## src/core/ips_defines.svh

```systemverilog
// Constants of the I/O power-up and configuration sequencer.
// Assumes a 50 MHz system clock and a classic Wishbone register bus.
//
// Behaviour
// - Drivers high impedance once three supplies good.
// - Power-on reset takes bank2, core, aux supply-good.
// - Strap low enables pull-ups until user mode.
// - Strap high floats pins; open strap reads high.
// - At power, initialize and hold set/reset asserted.
// - Init done: status pin high, sample mode bits.
// - Loading keeps drivers off, pull-ups per strap.
// - Configuration end releases set/reset net.
// - Start-up releases tristate net; user mode waits for write-enable.
// - Unused pins default to weak pull-down.
// - Option selects unused termination: up, down, float.
// - Write-enable released one start-up cycle later.
// - User mode: design pulls replace strap pull-ups.
// - Input-only and idle dual pins behave alike.
// - Dedicated input pairs never get differential termination.
`ifndef IPS_DEFINES_SVH
`define IPS_DEFINES_SVH

// ----------------------------------------------------------------
// Register offsets (byte addresses)
// ----------------------------------------------------------------
`define IPS_ADDR_CTRL      8'h00
`define IPS_ADDR_STATUS    8'h04
`define IPS_ADDR_PIN_USED  8'h08
`define IPS_ADDR_USER_PU   8'h0C
`define IPS_ADDR_USER_PD   8'h10
`define IPS_ADDR_DIFF_REQ  8'h14

// ----------------------------------------------------------------
// Fields and reset values
// ----------------------------------------------------------------
`define IPS_CTRL_OPT_LSB   0
`define IPS_CTRL_RESET     32'h0000_0000
`define IPS_PINS_RESET     32'h0000_0000
`define IPS_OPT_PULLDOWN   2'h0
`define IPS_OPT_PULLUP     2'h1
`define IPS_OPT_FLOAT      2'h2
`define IPS_ST_INIT_LSB    0
`define IPS_ST_CLR_LSB     1
`define IPS_ST_HIZ_LSB     2
`define IPS_ST_WEN_LSB     3
`define IPS_ST_STRAP_LSB   4
`define IPS_ST_USER_LSB    5
`define IPS_ST_MODE_LSB    8
`define IPS_ST_STATE_LSB   16

// ----------------------------------------------------------------
// Timing
// ----------------------------------------------------------------
`define IPS_CLK_PERIOD_NS  20
`define IPS_INIT_TIME_NS   1000

`endif

```

## src/core/ips_pkg.sv

```systemverilog
// Types of the I/O power-up and configuration sequencer.
// Assumes ips_defines.svh holds all numeric constants.
package ips_pkg;

   typedef enum logic [3:0]
   {
      ST_POR,
      ST_INIT,
      ST_SAMPLE,
      ST_LOAD,
      ST_REL_CLR,
      ST_REL_HIZ,
      ST_REL_WEN,
      ST_USER
   } ips_state_t;

   typedef logic [2:0] ips_mode_t;
   typedef logic [1:0] ips_opt_t;

endpackage : ips_pkg

```

## src/core/ips_term_if.sv

```systemverilog
// Signals between the sequencer and its pin termination logic.
// Assumes both ends share clk_i domain; the interface is purely combinational.
`timescale 1ns/10ps
interface ips_term_if #(parameter int N = 8, parameter int NP = 2);
   logic                     user_mode;
   logic                     global_tristate_net;
   logic                     strap;
   ips_pkg::ips_opt_t        opt;
   logic [N-1:0]             used;
   logic [N-1:0]             user_pu;
   logic [N-1:0]             user_pd;
   logic [N-1:0]             user_oe;
   logic [NP-1:0]            diff_req;
   logic [N-1:0]             pu;
   logic [N-1:0]             pd;
   logic [N-1:0]             oe;
   logic [NP-1:0]            diff;

   modport seq  (output user_mode, global_tristate_net, strap, opt, used, user_pu, user_pd, user_oe,
                 diff_req, input pu, pd, oe, diff);
   modport term (input user_mode, global_tristate_net, strap, opt, used, user_pu, user_pd, user_oe,
                 diff_req, output pu, pd, oe, diff);
endinterface : ips_term_if

```

## src/core/ips_sequencer.sv

```systemverilog
// Power-on to user-mode sequencer for device I/O, with Wishbone slave.
// Assumes all inputs synchronous to clk_i; start-up clock rising edge detected against its registered copy.
`timescale 1ns/10ps
`include "ips_defines.svh"
module ips_sequencer #(
   parameter int            N        = 8,
   parameter int            NP       = 2,
   parameter logic [NP-1:0] DED_MASK = 2'h2,
   parameter int            INIT_NS  = `IPS_INIT_TIME_NS
)(
   input  wire logic             clk_i,
   input  wire logic             rst_i,
   input  wire logic [31:0]      adr_i,
   input  wire logic [31:0]      dat_i,
   output      logic [31:0]      dat_o,
   input  wire logic             we_i,
   input  wire logic [3:0]       sel_i,
   input  wire logic             stb_i,
   input  wire logic             cyc_i,
   output      logic             ack_o,
   input  wire logic             bank2_supply_good_i,
   input  wire logic             core_supply_good_i,
   input  wire logic             aux_supply_good_i,
   input  wire logic             pullup_select_strap_i,
   input  wire logic             mode_select_bit0_i,
   input  wire logic             mode_select_bit1_i,
   input  wire logic             mode_select_bit2_i,
   input  wire logic             config_done_i,
   input  wire logic             startup_clk_i,
   input  wire logic [N-1:0]     user_oe_i,
   output      logic             init_status_o,
   output      logic             global_set_reset_net_o,
   output      logic             global_tristate_net_o,
   output      logic             global_write_enable_net_o,
   output      ips_pkg::ips_mode_t config_mode_o,
   output      logic             strap_gpio_en_o,
   output      logic [N-1:0]     io_oe_o,
   output      logic [N-1:0]     io_pullup_o,
   output      logic [N-1:0]     io_pulldown_o,
   output      logic [NP-1:0]    diff_term_o
);
   import ips_pkg::*;

   localparam int INIT_CYC = (INIT_NS + `IPS_CLK_PERIOD_NS - 1) / `IPS_CLK_PERIOD_NS;

   ips_state_t   state;
   ips_state_t   next_state;
   logic [15:0]  init_cnt;
   logic         su_q;
   logic         su_rise;
   logic         supplies_ok;
   logic         user_mode;
   ips_opt_t     opt;
   logic [N-1:0] pin_used;
   logic [N-1:0] user_pu;
   logic [N-1:0] user_pd;
   logic [NP-1:0] diff_req;
   logic         wb_req;
   logic         wb_wr;
   logic [31:0]  rd_mux;

   ips_term_if #(.N(N), .NP(NP)) tif ();

   // ----------------------------------------------------------------
   // Power-on reset and start-up clock edge
   // ----------------------------------------------------------------
   assign supplies_ok = bank2_supply_good_i & core_supply_good_i & aux_supply_good_i;
   assign su_rise     = startup_clk_i & ~su_q;
   assign user_mode   = (state == ST_USER);

   always_ff @(posedge clk_i)
   begin
      if (rst_i)
         su_q <= 1'b0;
      else
         su_q <= startup_clk_i;
   end

   // ----------------------------------------------------------------
   // Sequence state machine
   // ----------------------------------------------------------------
   always_comb
   begin
      next_state = state;
      case (state)
         ST_POR:     if (supplies_ok) next_state = ST_INIT;
         ST_INIT:    if (init_cnt == 16'h0000) next_state = ST_SAMPLE;
         ST_SAMPLE:  next_state = ST_LOAD;
         ST_LOAD:    if (config_done_i) next_state = ST_REL_CLR;
         ST_REL_CLR: next_state = ST_REL_HIZ;
         ST_REL_HIZ: if (su_rise) next_state = ST_REL_WEN;
         ST_REL_WEN: if (su_rise) next_state = ST_USER;
         ST_USER:    next_state = ST_USER;
         default:    next_state = ST_POR;
      endcase
      if (!supplies_ok)
         next_state = ST_POR;
   end

   always_ff @(posedge clk_i)
   begin
      if (rst_i)
         state <= ST_POR;
      else
         state <= next_state;
   end

   always_ff @(posedge clk_i)
   begin
      if (rst_i || state != ST_INIT)
         init_cnt <= 16'(INIT_CYC - 1);
      else if (init_cnt != 16'h0000)
         init_cnt <= init_cnt - 16'h0001;
   end

   // ----------------------------------------------------------------
   // Global nets, status pin and mode capture
   // ----------------------------------------------------------------
   always_ff @(posedge clk_i)
   begin
      if (rst_i)
      begin
         global_set_reset_net_o    <= 1'b1;
         global_tristate_net_o     <= 1'b1;
         global_write_enable_net_o <= 1'b0;
      end
      else
      begin
         global_set_reset_net_o    <= next_state inside {ST_POR, ST_INIT, ST_SAMPLE,
                                                         ST_LOAD};
         global_tristate_net_o     <= next_state != ST_REL_WEN &&
                                      next_state != ST_USER;
         global_write_enable_net_o <= next_state == ST_USER;
      end
   end

   always_ff @(posedge clk_i)
   begin
      if (rst_i)
         init_status_o <= 1'b0;
      else
         // Rises on the edge that captures the mode pins
         init_status_o <= !(next_state inside {ST_POR, ST_INIT, ST_SAMPLE});
   end

   always_ff @(posedge clk_i)
   begin
      if (rst_i)
         config_mode_o <= 3'h0;
      else if (state == ST_SAMPLE)
         config_mode_o <= {mode_select_bit2_i, mode_select_bit1_i, mode_select_bit0_i};
   end

   always_ff @(posedge clk_i)
   begin
      if (rst_i)
         strap_gpio_en_o <= 1'b0;
      else
         strap_gpio_en_o <= next_state == ST_USER;
   end

   // ----------------------------------------------------------------
   // Wishbone slave, one wait state
   // ----------------------------------------------------------------
   assign wb_req = cyc_i & stb_i & ~ack_o;
   assign wb_wr  = wb_req & we_i;

   function automatic logic [31:0] merge(input logic [31:0] old, input logic [31:0] nw,
                                         input logic [3:0] sel);
      logic [31:0] r;
      r = old;
      for (int b = 0; b < 4; b++)
         if (sel[b]) r[8*b +: 8] = nw[8*b +: 8];
      return r;
   endfunction : merge

   always_ff @(posedge clk_i)
   begin
      if (rst_i)
         ack_o <= 1'b0;
      else
         ack_o <= wb_req;
   end

   always_ff @(posedge clk_i)
   begin
      if (rst_i)
      begin
         opt      <= 2'(`IPS_CTRL_RESET >> `IPS_CTRL_OPT_LSB);
         pin_used <= N'(`IPS_PINS_RESET);
         user_pu  <= N'(`IPS_PINS_RESET);
         user_pd  <= N'(`IPS_PINS_RESET);
         diff_req <= NP'(`IPS_PINS_RESET);
      end
      else if (wb_wr)
      begin
         case (adr_i[7:0])
            `IPS_ADDR_CTRL:
               opt <= 2'(merge(32'(opt), dat_i, sel_i) >> `IPS_CTRL_OPT_LSB);
            `IPS_ADDR_PIN_USED: pin_used <= N'(merge(32'(pin_used), dat_i, sel_i));
            `IPS_ADDR_USER_PU:  user_pu  <= N'(merge(32'(user_pu), dat_i, sel_i));
            `IPS_ADDR_USER_PD:  user_pd  <= N'(merge(32'(user_pd), dat_i, sel_i));
            `IPS_ADDR_DIFF_REQ: diff_req <= NP'(merge(32'(diff_req), dat_i, sel_i));
            default:            ;
         endcase
      end
   end

   always_comb
   begin
      rd_mux = 32'h0000_0000;
      case (adr_i[7:0])
         `IPS_ADDR_CTRL:     rd_mux = 32'(opt) << `IPS_CTRL_OPT_LSB;
         `IPS_ADDR_STATUS:
         begin
            rd_mux[`IPS_ST_INIT_LSB]  = init_status_o;
            rd_mux[`IPS_ST_CLR_LSB]   = global_set_reset_net_o;
            rd_mux[`IPS_ST_HIZ_LSB]   = global_tristate_net_o;
            rd_mux[`IPS_ST_WEN_LSB]   = global_write_enable_net_o;
            rd_mux[`IPS_ST_STRAP_LSB] = pullup_select_strap_i;
            rd_mux[`IPS_ST_USER_LSB]  = user_mode;
            rd_mux[`IPS_ST_MODE_LSB +: 3]  = config_mode_o;
            rd_mux[`IPS_ST_STATE_LSB +: 4] = state;
         end
         `IPS_ADDR_PIN_USED: rd_mux = 32'(pin_used);
         `IPS_ADDR_USER_PU:  rd_mux = 32'(user_pu);
         `IPS_ADDR_USER_PD:  rd_mux = 32'(user_pd);
         `IPS_ADDR_DIFF_REQ: rd_mux = 32'(diff_req);
         default:            rd_mux = 32'h0000_0000;
      endcase
   end

   always_ff @(posedge clk_i)
   begin
      if (rst_i)
         dat_o <= 32'h0000_0000;
      else if (wb_req)
         dat_o <= rd_mux;
   end

   // ----------------------------------------------------------------
   // Pin termination
   // ----------------------------------------------------------------
   assign tif.user_mode = user_mode;
   assign tif.global_tristate_net       = global_tristate_net_o;
   assign tif.strap     = pullup_select_strap_i;
   assign tif.opt       = opt;
   assign tif.used      = pin_used;
   assign tif.user_pu   = user_pu;
   assign tif.user_pd   = user_pd;
   assign tif.user_oe   = user_oe_i;
   assign tif.diff_req  = diff_req;

   ips_pin_term #(.N(N), .NP(NP), .DED_MASK(DED_MASK)) u_term (.t(tif.term));

   assign io_oe_o       = tif.oe;
   assign io_pullup_o   = tif.pu;
   assign io_pulldown_o = tif.pd;
   assign diff_term_o   = tif.diff;
endmodule : ips_sequencer

```

## src/core/ips_pin_term.sv

```systemverilog
// Per-pin pull, drive and differential termination control.
// Assumes phase inputs come from the sequencer through ips_term_if.
`timescale 1ns/10ps
`include "ips_defines.svh"
module ips_pin_term #(
   parameter int          N        = 8,
   parameter int          NP       = 2,
   parameter logic [NP-1:0] DED_MASK = '0
)(
   ips_term_if.term t
);
   import ips_pkg::*;

   // ----------------------------------------------------------------
   // Per-pin termination, same for I/O and input-only pins
   // ----------------------------------------------------------------
   genvar i;
   generate
      for (i = 0; i < N; i++)
      begin : g_pin
         always_comb
         begin
            t.pu[i] = 1'b0;
            t.pd[i] = 1'b0;
            if (!t.user_mode)
            begin
               t.pu[i] = !t.strap;
            end
            else if (t.used[i])
            begin
               t.pu[i] = t.user_pu[i];
               t.pd[i] = t.user_pd[i] & ~t.user_pu[i];
            end
            else
            begin
               case (t.opt)
                  `IPS_OPT_PULLUP:   t.pu[i] = 1'b1;
                  `IPS_OPT_FLOAT:    t.pd[i] = 1'b0;
                  default:           t.pd[i] = 1'b1;
               endcase
            end
         end
         assign t.oe[i] = !t.global_tristate_net & t.used[i] & t.user_oe[i];
      end
      for (i = 0; i < NP; i++)
      begin : g_pair
         assign t.diff[i] = t.user_mode & t.diff_req[i] & !DED_MASK[i];
      end
   endgenerate

endmodule : ips_pin_term

```

## config.mk

```make
export PLATFORM = sky130hd
export DESIGN_NAME = ips_sequencer
export DESIGN_NICKNAME = d
export VERILOG_FILES = /design/src/core/ips_pkg.sv /design/src/core/ips_term_if.sv /design/src/core/ips_sequencer.sv /design/src/core/ips_pin_term.sv
export VERILOG_INCLUDE_DIRS = /design/src /design/src/core
export SDC_FILE = /design/constraint.sdc
export NUM_CORES = 1
export LEC_CHECK = 0
export BUFFER_PORTS_ARGS = -buffer_cell sky130_fd_sc_hd__buf_2
export CELL_PAD_IN_SITES_DETAIL_PLACEMENT = 1
export CELL_PAD_IN_SITES_GLOBAL_PLACEMENT = 1
export CORE_ASPECT_RATIO = 0.6
export CORE_MARGIN = 4
export CORE_UTILIZATION = 37
export DETAILED_ROUTE_END_ITERATION = 10
export GPL_ROUTABILITY_DRIVEN = 0
export PLACE_DENSITY = 0.82
export SLEW_MARGIN = 25
export SYNTH_ARGS = -nofsm -noshare
export SYNTH_HDL_FRONTEND = slang
export SYNTH_SLANG_ARGS = --single-unit
```

## constraint.sdc

```tcl
create_clock -name clk_i -period 4.6 [get_ports clk_i]
set_input_delay 0.92 -clock clk_i [delete_from_list [all_inputs] [get_ports clk_i]]
set_output_delay 0.92 -clock clk_i [all_outputs]
set_load 0.05 [all_outputs]
```

==> impl_results.md <==
* Worst Path Arrival at approximately 2200 ps
* Initial antenna violation count at 0
* Port Buffers at slightly below 90
* Post-CTS Setup Repair Bufs at 0
* Starting DRT DRC Count at roughly 230
* Core region area at roughly 9800 µm²
* Slowest stage delay, CP at 500 ps
* I/O pin count at about 160
* Vias per std cell at 5.26
* Area growth from synthesis to layout at 20.3%
* Period minus WS final at roughly 3100 ps
* Worst R2R Setup Slack at 2550 ps
* Status: complete, no violations
* Most used DFF post-synth: dfxtp_1
* Dpl hpwl at 8350 µm
* Row count at 28
* Critical-path top delay cell: dfxtp_1
* Hold Path Sink: dat_o[5]
* Post-CTS Resized at 0
* CP Class: flip-flop to output pin
* Most common cell after layout, fill and taps aside: buf_2
* Worst Path Buf+Inv at 1
* Clock latency on the worst-skew pair at about 330 ps
* Total die area at about 12000 µm²
* RSZ-0062 raised after global routing: no
* Seq cells post-synth at 72
* Crit path required time at 3680 ps
* Setup crit start kind: flip-flop
* Vias in the first global route at 3274
* Fin util at between 40% and 50%
* Most frequent cells in the layout: buf_2, dfxtp_1, nor2_1
* Cells along the critical path: nor2b_1, nand3_1, a21oi_1, buf_2
* Hold path startpoint: dat_o[5]
* Wire per inst at 17.6 µm
* H-tree level count at 3
* Worst Setup End Kind: output pin
* Layout Skew at around 7.4 ps
* Final cycle utilization of the critical path at 67.8%
* Worst path top cell family by delay: simple AND/OR/NAND/NOR gates
* Root buffer cell: clkbuf_16
* Area occupied by multi-input gates at ~2100 µm²
* Drt drc at 0
* R2R depth at 5
* Largest cells by area after synthesis: dfxtp_1, mux2i_1, nor2_1
* Synth Warn # at 0
* Sequential-to-total area share from yosys stat at about 39%
* Clock sink count at just over 70
* Final wirelength at between 10000 and 15000 µm
* Leak at about 1.8 nW
* Max cap viols at 0
* Peak VDD IR at about 0.00021 V
* Vias at 3303
* Die X-Extent at 138 µm
* Total Nets Final at between 500 and 600
* Gr usage total at a little under a fifth
* CTS tree: built
* Cells after synthesis at slightly above 400
* Netlist cell types at between 50 and 60
* Largest net degree at the start of global routing at 32
* Die Span Y at roughly 86 µm
* Synth top area share at about two fifths
* Synthesized area per cell at 9.06 µm²
* Fin. Hold Viols at 0
* Router iterations before antenna repair at 6
* Register clock-pin slew on the reported worst setup and hold paths at 60 ps
* First-pass GRT wire length at roughly 18000 µm
* R2r startpoint: ack_o
* CP Depth at 4
* ANT cells at 0
* FF/Latch Area at 1440 µm²
* Leading area contributor after synthesis: dfxtp_1
* Number of CTS-inserted buffers at 9
* Cell Area, Synth at 3730 µm²
* Post-synth EDFFs at 0
* Setup Viol. Count Final at 0
* Hold Path Stages at 2
* Cell Pwr Density at 330 nW/µm²
* FF-to-FF End: pin_used[0]
* Fmax at roughly 320 MHz
* Initial Util at 37.9%
* Routed Antenna Nets at 0
* Crit-path max FO at 10
* Hold_buf cts at 0
* Total grt overflow at 0
* Tightest Pin Transition at between 800 and 900 ps
* # fillers at about 1200
* Worst hold-check path type: flip-flop to flip-flop
* Max-slew headroom at 44.7%
* Maximum clock insertion buffer count at 2
* Share of layout cells above drive strength 1 at between 20% and 30%
* Fin. max-slew vios at 0
* Post-synth ARST share at 0%
* Post-route setup TNS at 0 ps
-- worst max-delay path by stage --
stage,start,to
finish,state[1],io_pulldown_o[5]
global route,state[1],io_pulldown_o[5]
CTS,state[1],io_pulldown_o[5]
detailed placement,adr_i[5],tif.user_pd[3]
global placement,adr_i[5],tif.user_pd[2]
floorplan,pullup_select_strap_i,io_pullup_o[0]
-- cells in the mapped netlist, types with 2 or more instances --
cell,count
nand2b_1,12
nor2_1,64
clkbuf_1,13
ha_1,3
nor4_4,3
inv_1,7
nor3b_1,2
nor2b_1,9
nor3_1,4
nand3b_1,12
nand4_1,3
and4_1,2
o21ai_0,10
a22o_1,7
nand2_1,20
and3b_1,9
a222oi_1,5
mux2i_1,42
a21oi_1,25
a22oi_1,8
buf_4,20
nand3_1,7
nor4_1,4
buf_2,6
or4_4,2
and2_1,2
dfxtp_1,72
nand4b_1,2
and4b_1,2
xor2_1,11
-- per-layer routing --
layer	vias up	share of wire (%)	GRT usage, %
met1	1631	47	27.0
met3	14	7.6	5.63
met4	0	1.1	4.98
met5	-	0	0
li1	1573	-	-
met2	85	44	28.6
-- report_power, final --
group | internal, mW | total [mW] | switching [mW]
Clock | 0.474 | 0.739 | 0.265
Sequential | 0.626 | 0.629 | 0.00233
Combinational | 0.0249 | 0.113 | 0.0877
-- final cells by class --
type / instances / share of cell area (%)
timing repair buffer: 89 / 10.0
clock buffer: 9 / 5.01
sequential: 72 / 32.1
tap: 135 / 3.76
clock inverter: 7 / 2.09
multi-input combinational: 309 / 46.4
inverter: 7 / 0.585
-- kinds of logic after synthesis --
logic type | Yosys count | synth area share [%]
adder cells (fa/ha/maj) | 3 | 1.01
AND/OR/NAND/NOR | 168 | 26.5
XOR/XNOR | 12 | 2.82
flip-flops | 72 | 38.6
other | 1 | 0.100
buffers and inverters | 49 | 7.38
multiplexers | 44 | 12.2
AO/OA/AOI/OAI | 63 | 11.4
-- worst reg2reg max path, cell delays in order (launching register included) --
cell and delay, ps:
dfxtp_1 310, and3b_1 330, nand3_1 290, nor3_4 650, mux2i_1 290, nor2_1 70
-- registers in the layout, indices dropped and copies added, names as in the netlist, 2 cells and up --
name,count
config_mode_o,3
dat_o,15
pin_used,8
state,4
tif.user_pd,8
diff_req,2
opt,2
init_cnt,16
tif.user_pu,8
-- metrics by stage --
stage,instance area [µm²],std cells,worst slack [ps],power (mW),hold slack (ps)
floorplan,3800,430,1700,0.731,442
global placement,4170,612,1570,0.751,432
detailed placement,4170,612,1570,0.753,441
CTS,4490,628,1530,1.50,455
global route,4490,628,1330,1.53,482
finish,4490,628,1480,1.48,449
Note: power is estimated with default switching activity, not from simulation.
